File: config.mk
export PLATFORM = sky130hd
export DESIGN_NAME = dcr_bank
export DESIGN_NICKNAME = d
export VERILOG_FILES = /design/src/logic/dcr_pkg.sv /design/src/logic/dcr_bank.sv
export SDC_FILE = /design/constraint.sdc
export NUM_CORES = 1
export LEC_CHECK = 0
export BUFFER_PORTS_ARGS = -buffer_cell sky130_fd_sc_hd__buf_2
export CORE_MARGIN = 1
export CORE_UTILIZATION = 49
export CTS_BUF_LIST = sky130_fd_sc_hd__clkbuf_16
export DETAILED_ROUTE_END_ITERATION = 8
export PLACE_DENSITY = 0.84
export SLEW_MARGIN = 30
export SYNTH_ARGS = -nofsm -noshare
export SYNTH_HDL_FRONTEND = slang
export SYNTH_SLANG_ARGS = --single-unit
File: constraint.sdc
create_clock -name i_ref_clk -period 1.96 [get_ports i_ref_clk]
set_input_delay 0.196 -clock i_ref_clk [delete_from_list [all_inputs] [get_ports i_ref_clk]]
set_output_delay 0.196 -clock i_ref_clk [all_outputs]
set_load 0.03 [all_outputs]
File: src/logic/dcr_pkg.sv
package dcr_pkg;

  localparam logic [7:0] DCR_ADDR_MODEM = 8'h02;
  localparam logic [7:0] DCR_ADDR_DIAG  = 8'h0A;

  // diag_control field positions
  localparam int DCR_DC_AUX_HOLD   = 0;
  localparam int DCR_DC_DISP_EN    = 1;
  localparam int DCR_DC_VID_SEL    = 2;
  localparam int DCR_DC_PARITY     = 3;
  localparam int DCR_DC_ROUTE      = 4;
  localparam int DCR_DC_RING       = 5;
  localparam int DCR_DC_STORE      = 6;
  localparam int DCR_DC_RESTORE    = 7;

  // modem_control_out field positions
  localparam int DCR_MC_SPEED      = 0;
  localparam int DCR_MC_SEC_REQ    = 1;
  localparam int DCR_MC_TERM_RDY_N = 2;
  localparam int DCR_MC_REQ_SEND   = 3;
  localparam int DCR_MC_LAMP_LSB   = 4;

  // aux cpu held, display on, normal routes; line outputs idle, lamps dark
  localparam logic [7:0] DCR_DIAG_RESET  = 8'h03;
  localparam logic [7:0] DCR_MODEM_RESET = 8'hF4;

  typedef struct packed {
    logic ring_ind;
    logic speed_ind;
    logic set_ready;
    logic clear_send;
    logic carrier;
  } dcr_modem_in_t;

  typedef struct packed {
    logic printer_line_in;
    logic video_serial_out;
    logic printer_tx_out;
    logic keys_tx_out;
    logic keys_line_in;
    logic line_tx_out;
    logic line_data_in;
    logic raw_drive_data;
  } dcr_route_in_t;

  typedef struct packed {
    logic printer_rx_in;
    logic keys_rx_in;
    logic line_rx_in;
    logic separator_in;
  } dcr_route_out_t;

endpackage

File: src/logic/dcr_bank.sv
// How it works
// - write to 0AH loads diag_control; bits 1-3 unreadable
// - control bit 0 holds aux cpu reset
// - control bit 1 low blanks display
// - control bit 2 picks graphics video
// - control bit 3 enables parity test mode
// - bit 4 route select, cleared at reset
// - printer rx: line or video serial
// - printer bit clock: baud gen or 500k
// - video clock: master or 250k
// - separator: raw data or printer tx
// - routing ties test input to serial irq
// - bit 5 ring test: line tx loops back
// - ring: printer/keys transmit cross over
// - bits 6,7 store and restore settings
// - read 0AH: readback mirrors control bits 0 and 4-7
// - readback bits 1-3 show factory straps
// - read 02H: modem status lines bits 0-4
// - status bits 5-7: failure en, irqs
// - write 02H loads modem control lines
// - modem bits 4-7 drive lamps, low lit
`timescale 1ns/1ps
`default_nettype none
module dcr_bank (
  input  wire logic                    i_ref_clk,
  input  wire logic                    i_rst_b,
  input  wire logic [7:0]              i_io_addr,
  input  wire logic [7:0]              i_io_wdata,
  input  wire logic                    i_io_wr,
  input  wire logic                    i_io_rd,
  output logic      [7:0]              o_io_rdata,
  input  wire logic [2:0]              i_factory_straps,
  input  wire dcr_pkg::dcr_modem_in_t  i_modem,
  input  wire logic                    i_hw_failure_detect_en_n,
  input  wire logic                    i_main_cpu_irq_n,
  input  wire logic                    i_aux_cpu_irq_n,
  input  wire logic                    i_serial_irq_n,
  input  wire logic                    i_test_pin_normal,
  input  wire dcr_pkg::dcr_route_in_t  i_route,
  input  wire logic                    i_printer_baud_clk,
  input  wire logic                    i_clk_500k,
  input  wire logic                    i_master_clk,
  input  wire logic                    i_clk_250k,
  input  wire logic                    i_system_video,
  input  wire logic                    i_graphics_video,
  output logic                         o_aux_cpu_hold,
  output logic                         o_video_out,
  output logic                         o_parity_test,
  output logic                         o_settings_store,
  output logic                         o_settings_restore,
  output logic                         o_diag_route_select,
  output logic                         o_printer_bit_clock,
  output logic                         o_video_clk,
  output logic                         o_main_test_in,
  output dcr_pkg::dcr_route_out_t      o_route,
  output logic                         o_line_speed_select,
  output logic                         o_line_secondary_req,
  output logic                         o_line_terminal_ready_n,
  output logic                         o_line_req_send,
  output logic      [3:0]              o_error_lamp
);

  logic [7:0]              diag_ff;
  logic [7:0]              modem_ff;
  logic [7:0]              nxt_rdata;
  dcr_pkg::dcr_route_out_t nxt_route;
  logic                    route;
  logic                    ring;

  assign route = diag_ff[dcr_pkg::DCR_DC_ROUTE];
  assign ring  = diag_ff[dcr_pkg::DCR_DC_RING];

  always_ff @(posedge i_ref_clk or negedge i_rst_b) begin
    if (!i_rst_b) begin
      diag_ff <= dcr_pkg::DCR_DIAG_RESET;
    end else if (i_io_wr && i_io_addr == dcr_pkg::DCR_ADDR_DIAG) begin
      diag_ff <= i_io_wdata;
    end
  end

  chk_diag_keep: assert property (@(posedge i_ref_clk)
    disable iff (!i_rst_b)
    !(i_io_wr && i_io_addr == dcr_pkg::DCR_ADDR_DIAG) |=> $stable(diag_ff))
    else $error("diag control changed without a write");

  chk_reset_routes: assert property (@(posedge i_ref_clk)
    disable iff (!i_rst_b)
    $rose(i_rst_b) |-> diag_ff == dcr_pkg::DCR_DIAG_RESET
                       && modem_ff == dcr_pkg::DCR_MODEM_RESET)
    else $error("registers not at reset value");

  chk_loop_cleared: assert property (@(posedge i_ref_clk)
    disable iff (!i_rst_b)
    $rose(i_rst_b) |-> !route && !ring && diag_ff[dcr_pkg::DCR_DC_AUX_HOLD])
    else $error("loopback bits not cleared by reset");

  always_ff @(posedge i_ref_clk or negedge i_rst_b) begin
    if (!i_rst_b) begin
      modem_ff <= dcr_pkg::DCR_MODEM_RESET;
    end else if (i_io_wr && i_io_addr == dcr_pkg::DCR_ADDR_MODEM) begin
      modem_ff <= i_io_wdata;
    end
  end

  chk_modem_write: assert property (@(posedge i_ref_clk)
    disable iff (!i_rst_b)
    i_io_wr && i_io_addr == dcr_pkg::DCR_ADDR_MODEM
      |=> modem_ff == $past(i_io_wdata))
    else $error("modem control not loaded");

  // modem reads return live inputs; diag reads echo written bits 7:4 and 0, straps in 3:1
  always_comb begin
    nxt_rdata = 8'h00;
    if (i_io_rd && i_io_addr == dcr_pkg::DCR_ADDR_DIAG) begin
      nxt_rdata = {diag_ff[7:4], i_factory_straps, diag_ff[0]};
    end else if (i_io_rd && i_io_addr == dcr_pkg::DCR_ADDR_MODEM) begin
      nxt_rdata = {i_aux_cpu_irq_n, i_main_cpu_irq_n,
                   i_hw_failure_detect_en_n,
                   i_modem.carrier, i_modem.clear_send,
                   i_modem.set_ready, i_modem.speed_ind,
                   i_modem.ring_ind};
    end
  end

  always_ff @(posedge i_ref_clk or negedge i_rst_b) begin
    if (!i_rst_b) begin
      o_io_rdata <= 8'h00;
    end else begin
      o_io_rdata <= nxt_rdata;
    end
  end

  // ring test takes priority over diagnostic routing on shared inputs
  always_comb begin
    nxt_route.line_rx_in = ring ? i_route.line_tx_out
                                : i_route.line_data_in;
    nxt_route.keys_rx_in = ring ? i_route.printer_tx_out
                                : i_route.keys_line_in;
    if (ring) begin
      nxt_route.printer_rx_in = i_route.keys_tx_out;
    end else if (route) begin
      nxt_route.printer_rx_in = i_route.video_serial_out;
    end else begin
      nxt_route.printer_rx_in = i_route.printer_line_in;
    end
    nxt_route.separator_in = route ? i_route.printer_tx_out
                                   : i_route.raw_drive_data;
  end

  // muxed paths carry one cycle of latency so every output is registered
  always_ff @(posedge i_ref_clk or negedge i_rst_b) begin
    if (!i_rst_b) begin
      o_route             <= '0;
      o_printer_bit_clock <= 1'b0;
      o_video_clk         <= 1'b0;
      o_main_test_in      <= 1'b0;
    end else begin
      o_route             <= nxt_route;
      o_printer_bit_clock <= route ? i_clk_500k : i_printer_baud_clk;
      o_video_clk         <= route ? i_clk_250k : i_master_clk;
      o_main_test_in      <= route ? i_serial_irq_n : i_test_pin_normal;
    end
  end

  chk_printer_line: assert property (@(posedge i_ref_clk)
    disable iff (!i_rst_b)
    !route && !ring
      |=> o_route.printer_rx_in == $past(i_route.printer_line_in))
    else $error("printer rx not from line");

  chk_printer_video: assert property (@(posedge i_ref_clk)
    disable iff (!i_rst_b)
    route && !ring
      |=> o_route.printer_rx_in == $past(i_route.video_serial_out))
    else $error("printer rx not from video serial");

  chk_ring_cross: assert property (@(posedge i_ref_clk)
    disable iff (!i_rst_b)
    ring |=> o_route.printer_rx_in == $past(i_route.keys_tx_out)
             && o_route.keys_rx_in == $past(i_route.printer_tx_out))
    else $error("ring crossover wrong");

  chk_ring_off: assert property (@(posedge i_ref_clk)
    disable iff (!i_rst_b)
    !ring |=> o_route.line_rx_in == $past(i_route.line_data_in)
              && o_route.keys_rx_in == $past(i_route.keys_line_in))
    else $error("receive inputs not from connectors");

  chk_sep_raw: assert property (@(posedge i_ref_clk)
    disable iff (!i_rst_b)
    !route |=> o_route.separator_in == $past(i_route.raw_drive_data))
    else $error("separator not from drive data");

  chk_printer_clock: assert property (@(posedge i_ref_clk)
    disable iff (!i_rst_b)
    route |=> o_printer_bit_clock == $past(i_clk_500k))
    else $error("printer clock not from test clock");

  chk_baud_clock: assert property (@(posedge i_ref_clk)
    disable iff (!i_rst_b)
    !route |=> o_printer_bit_clock == $past(i_printer_baud_clk))
    else $error("printer clock not from baud clock");

  chk_slow_video_clk: assert property (@(posedge i_ref_clk)
    disable iff (!i_rst_b)
    route |=> o_video_clk == $past(i_clk_250k))
    else $error("video clock not from slow clock");

  chk_test_irq: assert property (@(posedge i_ref_clk)
    disable iff (!i_rst_b)
    route |=> o_main_test_in == $past(i_serial_irq_n))
    else $error("test input not from serial irq");

  chk_test_normal: assert property (@(posedge i_ref_clk)
    disable iff (!i_rst_b)
    !route |=> o_main_test_in == $past(i_test_pin_normal))
    else $error("test input not from normal source");

  always_ff @(posedge i_ref_clk or negedge i_rst_b) begin
    if (!i_rst_b) begin
      o_video_out <= 1'b0;
    end else if (!diag_ff[dcr_pkg::DCR_DC_DISP_EN]) begin
      o_video_out <= 1'b0;
    end else begin
      o_video_out <= diag_ff[dcr_pkg::DCR_DC_VID_SEL] ? i_graphics_video
                                                      : i_system_video;
    end
  end

  chk_video_graphics: assert property (@(posedge i_ref_clk)
    disable iff (!i_rst_b)
    diag_ff[dcr_pkg::DCR_DC_DISP_EN] && diag_ff[dcr_pkg::DCR_DC_VID_SEL]
      |=> o_video_out == $past(i_graphics_video))
    else $error("graphics video not selected");

  chk_video_system: assert property (@(posedge i_ref_clk)
    disable iff (!i_rst_b)
    diag_ff[dcr_pkg::DCR_DC_DISP_EN] && !diag_ff[dcr_pkg::DCR_DC_VID_SEL]
      |=> o_video_out == $past(i_system_video))
    else $error("system video not selected");

  always_ff @(posedge i_ref_clk or negedge i_rst_b) begin
    if (!i_rst_b) begin
      o_aux_cpu_hold      <= 1'b1;
      o_parity_test       <= 1'b0;
      o_settings_store    <= 1'b0;
      o_settings_restore  <= 1'b0;
      o_diag_route_select <= 1'b0;
    end else begin
      o_aux_cpu_hold      <= diag_ff[dcr_pkg::DCR_DC_AUX_HOLD];
      o_parity_test       <= diag_ff[dcr_pkg::DCR_DC_PARITY];
      o_settings_store    <= diag_ff[dcr_pkg::DCR_DC_STORE];
      o_settings_restore  <= diag_ff[dcr_pkg::DCR_DC_RESTORE];
      o_diag_route_select <= route;
    end
  end

  chk_aux_hold: assert property (@(posedge i_ref_clk)
    disable iff (!i_rst_b)
    diag_ff[dcr_pkg::DCR_DC_AUX_HOLD] |=> o_aux_cpu_hold)
    else $error("aux cpu not held");

  chk_parity_test: assert property (@(posedge i_ref_clk)
    disable iff (!i_rst_b)
    1'h1 |=> o_parity_test == $past(diag_ff[dcr_pkg::DCR_DC_PARITY]))
    else $error("parity test output wrong");

  chk_route_flag: assert property (@(posedge i_ref_clk)
    disable iff (!i_rst_b)
    1'h1 |=> o_diag_route_select == $past(route))
    else $error("route select output wrong");

  chk_settings_strobes: assert property (@(posedge i_ref_clk)
    disable iff (!i_rst_b)
    1'h1 |=> o_settings_store == $past(diag_ff[dcr_pkg::DCR_DC_STORE])
             && o_settings_restore == $past(diag_ff[dcr_pkg::DCR_DC_RESTORE]))
    else $error("settings strobes wrong");

  always_ff @(posedge i_ref_clk or negedge i_rst_b) begin
    if (!i_rst_b) begin
      o_line_speed_select     <= 1'b0;
      o_line_secondary_req    <= 1'b0;
      o_line_terminal_ready_n <= 1'b1;
      o_line_req_send         <= 1'b0;
      o_error_lamp            <= 4'hF;
    end else begin
      o_line_speed_select     <= modem_ff[dcr_pkg::DCR_MC_SPEED];
      o_line_secondary_req    <= modem_ff[dcr_pkg::DCR_MC_SEC_REQ];
      o_line_terminal_ready_n <= modem_ff[dcr_pkg::DCR_MC_TERM_RDY_N];
      o_line_req_send         <= modem_ff[dcr_pkg::DCR_MC_REQ_SEND];
      o_error_lamp            <= modem_ff[7:dcr_pkg::DCR_MC_LAMP_LSB];
    end
  end

  chk_line_controls: assert property (@(posedge i_ref_clk)
    disable iff (!i_rst_b)
    1'h1 |=> {o_line_req_send, o_line_terminal_ready_n,
              o_line_secondary_req, o_line_speed_select}
             == $past(modem_ff[3:0]))
    else $error("modem line outputs wrong");

  chk_diag_write_load: assert property (@(posedge i_ref_clk)
    disable iff (!i_rst_b)
    i_io_wr && i_io_addr == dcr_pkg::DCR_ADDR_DIAG
      |-> ##2 o_aux_cpu_hold == $past(i_io_wdata[0], 2))
    else $error("aux hold does not follow diag write");

  chk_readback_mirror: assert property (@(posedge i_ref_clk)
    disable iff (!i_rst_b)
    i_io_rd && i_io_addr == dcr_pkg::DCR_ADDR_DIAG
      |=> o_io_rdata[7:4] == $past(diag_ff[7:4])
          && o_io_rdata[3:1] == $past(i_factory_straps)
          && o_io_rdata[0] == $past(diag_ff[0]))
    else $error("diag readback wrong");

  chk_modem_status: assert property (@(posedge i_ref_clk)
    disable iff (!i_rst_b)
    i_io_rd && i_io_addr == dcr_pkg::DCR_ADDR_MODEM
      |=> o_io_rdata[4:0] == {$past(i_modem.carrier),
                              $past(i_modem.clear_send),
                              $past(i_modem.set_ready),
                              $past(i_modem.speed_ind),
                              $past(i_modem.ring_ind)})
    else $error("modem status read wrong");

  chk_status_flags: assert property (@(posedge i_ref_clk)
    disable iff (!i_rst_b)
    i_io_rd && i_io_addr == dcr_pkg::DCR_ADDR_MODEM
      |=> o_io_rdata[7:5] == {$past(i_aux_cpu_irq_n),
                              $past(i_main_cpu_irq_n),
                              $past(i_hw_failure_detect_en_n)})
    else $error("status flag bits wrong");

  chk_blank_video: assert property (@(posedge i_ref_clk)
    disable iff (!i_rst_b)
    !diag_ff[dcr_pkg::DCR_DC_DISP_EN] |=> !o_video_out)
    else $error("display not blanked");

  chk_ring_line: assert property (@(posedge i_ref_clk)
    disable iff (!i_rst_b)
    ring |=> o_route.line_rx_in == $past(i_route.line_tx_out))
    else $error("line loopback wrong");

  chk_route_sep: assert property (@(posedge i_ref_clk)
    disable iff (!i_rst_b)
    route |=> o_route.separator_in == $past(i_route.printer_tx_out))
    else $error("separator source wrong");

  chk_route_clock: assert property (@(posedge i_ref_clk)
    disable iff (!i_rst_b)
    !route |=> o_video_clk == $past(i_master_clk))
    else $error("video clock source wrong");

  chk_lamp_code: assert property (@(posedge i_ref_clk)
    disable iff (!i_rst_b)
    i_io_wr && i_io_addr == dcr_pkg::DCR_ADDR_MODEM
      |-> ##2 o_error_lamp == $past(i_io_wdata[7:4], 2))
    else $error("lamp code wrong");

endmodule
`default_nettype wire

==> results <==
- Synthesis produced a netlist with a net count of 143.
- The TritonCTS clock tree is built.
- By area, the combinational part of the netlist is dominated by multiplexers.
- The routed via count is 1051.
- Traced cell by cell, the critical path runs through buf_2, nor4_4, and4b_1, mux2_2.
- The final count of pins violating max slew is 0.
- In the layout the commonest cells are 74 x sky130_fd_sc_hd__buf_2, 32 x sky130_fd_sc_hd__dfrtp_1, 22 x sky130_fd_sc_hd__mux2_2, 13 x sky130_fd_sc_hd__dfstp_2, 10 x sky130_fd_sc_hd__mux2i_1.
- The die boundary width is 59.5 µm.
- The total of flip-flops plus latches after synthesis is 45.
- For this run, the slowest stage of the critical path takes 490 ps.
- Setup repair after global routing left no endpoint under its margin.
- The cell sitting at the root of the clock tree is a sky130_fd_sc_hd__clkbuf_16.
- After global routing the overflow that remains totals 0.
- The net count of the finished layout is 223.
- Summing all non-filler instances in the final layout gives an area of 2180 µm².
- In this run the count of I/O pins placed on the die edge is 76.
- Counting the fill cells in the layout gives 223.
- The arithmetic-cell share of the synthesized area counting full adders, half adders and majority gates is 0.
- The required time at the worst-slack endpoint is 2120 ps.
- The final count of negative-setup-slack endpoints is 0.
- The fraction of layout instances using a drive strength above 1 is 0.684.
- Of the total synthesized cell area, the portion taken by XOR and XNOR cells is 0.
- The simple-gate share of the synthesized area is 0.0626.
- The portion of synthesized area spent on multiplexers is 0.215.
- The max-cap violation count is 0.
- The largest net degree at the start of global routing is 46.
- The flow ran to the end, and the final reports show no timing, DRC or antenna violations.
- The total buffers and inverters traversed by the critical path is 1.
- The share of the Yosys chip area taken by registers is 0.706.
- The number of hold violations in the final report is 0.
- The area fraction in compound gates after synthesis is 0.00309.
- The cell with the biggest individual delay on the critical path is sky130_fd_sc_hd__and4b_1.
- In this run, distinct cell masters in the synthesized netlist total 16.
- The clock net sink count is 45.
- Detailed placement finished with a half-perimeter wire length of 2.38 mm.
- CTS built an H-tree with a depth of 2.
- The floorplan die height is 59.5 µm.
- The first global-routing pass estimated 4.75 mm of wire.
- The startpoint kind of the worst setup timing path is an input pin.
- The number of hold buffers added after CTS was 0.
- The family of cells with the greatest summed delay on the critical path is simple AND/OR/NAND/NOR gates.
- After floorplanning, the core was divided into 20 placement rows.
- In the finished design, the share of the clock period the worst path needs comes to 0.684.
- The number of buffers added by the clock tree synthesis step is 5.
- The total wirelength of the detailed-routed design is 3.21 mm.
- Clock-pin slew was measured on the worst setup and hold paths at 60 ps.
- In this run, post-CTS repair resized a total of 0 instances.
- The final weighted congestion in routability-driven placement is 0.758.
- The overall track demand over capacity in global routing is 0.192.
- The initial antenna violation count came to 0.
- The final worst clock skew is 1.19 ps.
- For the pin with the worst max-slew slack, the measured transition is 541 ps.
- The detail-routed net length per standard cell is 14.5 µm.
- After technology mapping, the gate count stands at 96.
- After detailed routing, the number of vias per cell comes to 4.76.
- The sort of element at the end of the critical path is a register.
- In this run the tightest slew margin relative to its limit is 0.640.
- The total of warnings raised by yosys is 0.
- The area of placed instances is 2030 µm².
- From synthesis to final layout, the design area changed by 34.8%.
- The effective utilization at floorplan is 0.522.
- The quantity of I/O buffers inserted on ports is 75.
- For the worst-skew pair, the clock arrives at the later sink with an insertion delay of 280 ps.
- The final sum of negative setup slack is 0 ps.
- The via count of the first global-routing pass is 1104.
- Power comes to 1.97 mW.
- In this run the standard cell core region covers 3100 µm².
- Derived from the worst setup path, the maximum achievable clock frequency is 0.746 GHz.
- The worst-case clock buffer depth is 2.
- In this run the static leakage power is 1.17 nW.
- The critical path is of the in2reg type.
- IR analysis of the VDD net gives a maximum drop of 0.670 mV.
- The minimum period implied by the final worst setup slack is 1340 ps.
- The number of iterations in the first detailed-routing pass is 3.
- The most common cell after layout, fill and taps aside is sky130_fd_sc_hd__buf_2.
- Dividing total power by cell area gives a power density of 902 nW/µm².
- The combined area of all synthesized cells is 1620 µm².
- The peak fanout along the critical path is 8.
- The first-iteration detailed-routing DRC count is 35.
- The area enclosed by the die boundary is 3540 µm².
- The average instance area after synthesis is 16.9 µm².
- The number of diodes is 0.
- The arrival time reported for the critical path endpoint is 1510 ps.
- The final antenna-violating net count is 0.
- The class of the most critical hold timing path is in2reg.
- Buffers added to address setup during post-CTS repair amount to 0.
- For this run, design rule violations remaining after detail routing come to 0.
==> Yosys cell counts, drive strengths merged <==
library cell / instances / area [µm²]
mux2: 22 / 248
buf: 2 / 18.8
dfstp: 13 / 342
nor2b: 1 / 6.26
nand3: 1 / 5.00
nor3b: 1 / 12.5
clkbuf: 1 / 3.75
dfrtp: 32 / 801
nor2: 8 / 30.0
nand2: 1 / 3.75
mux2i: 10 / 100
nor4: 1 / 21.3
and4b: 1 / 10.0
o21ai: 1 / 5.00
nand4: 1 / 12.5
==> cell families (layout without fill, tap and decap cells) <==
kind of cell / after synthesis / in the layout
buf+inv: 3 / 84
simple gates: 15 / 15
mux: 32 / 32
flops: 45 / 45
compound gates: 1 / 1
==> worst paths after layout <==
path                                 from                 end  slack, ps  depth (start not counted)
max                          i_io_addr[5]         modem_ff[1]        620                          4
min                        i_serial_irq_n      o_main_test_in        150                          2
max reg2reg                    diag_ff[4]          o_route[0]        980                          1
min reg2reg                   modem_ff[6]     o_error_lamp[2]        370                          0
max in group asynchronous         i_rst_b         modem_ff[5]       1130                          2
min in group asynchronous         i_rst_b  o_settings_restore        460                          2
==> routing by layer <==
metal	wire [µm]	GRT usage
met5	0	0
met4	48	0.0782
met3	240	0.0655
met2	1690	0.331
met1	1230	0.216
==> state kept, by name, indices dropped and copies added (netlist names), 4 cells and up <==
name	flops
diag_ff	8
modem_ff	8
o_error_lamp	4
o_io_rdata	8
o_route	4
==> where the power goes <==
| part | leakage (nW) | internal, mW | switching [mW] | total [mW] |
|---|---|---|---|---|
| combinational | 0.535 | 0.0808 | 0.105 | 0.186 |
| clock | 0.0696 | 0.466 | 0.323 | 0.790 |
| sequential | 0.562 | 0.976 | 0.0171 | 0.993 |
==> cell type report <==
class	count	area, µm²	share of cell area
flip-flops and latches	45	1140	0.524
multi-input cells	48	454	0.208
repair buffers	76	388	0.178
clock buffers	5	125	0.0573
well taps	44	55.1	0.0252
clock inverters	3	17.5	0.00803
==> metrics by stage <==
step | std cells | hold slack (ps) | worst slack [ps] | utilization
detailed placement | 212 | 359 | 311 | 0.653
CTS | 220 | 84.0 | 607 | 0.699
finish | 221 | 152 | 619 | 0.703
floorplan | 96 | -99.6 | 667 | -
global placement | 212 | 356 | 342 | 0.653
global route | 221 | 150 | 555 | 0.703
No activity file was read; power rests on OpenSTA's default activity.
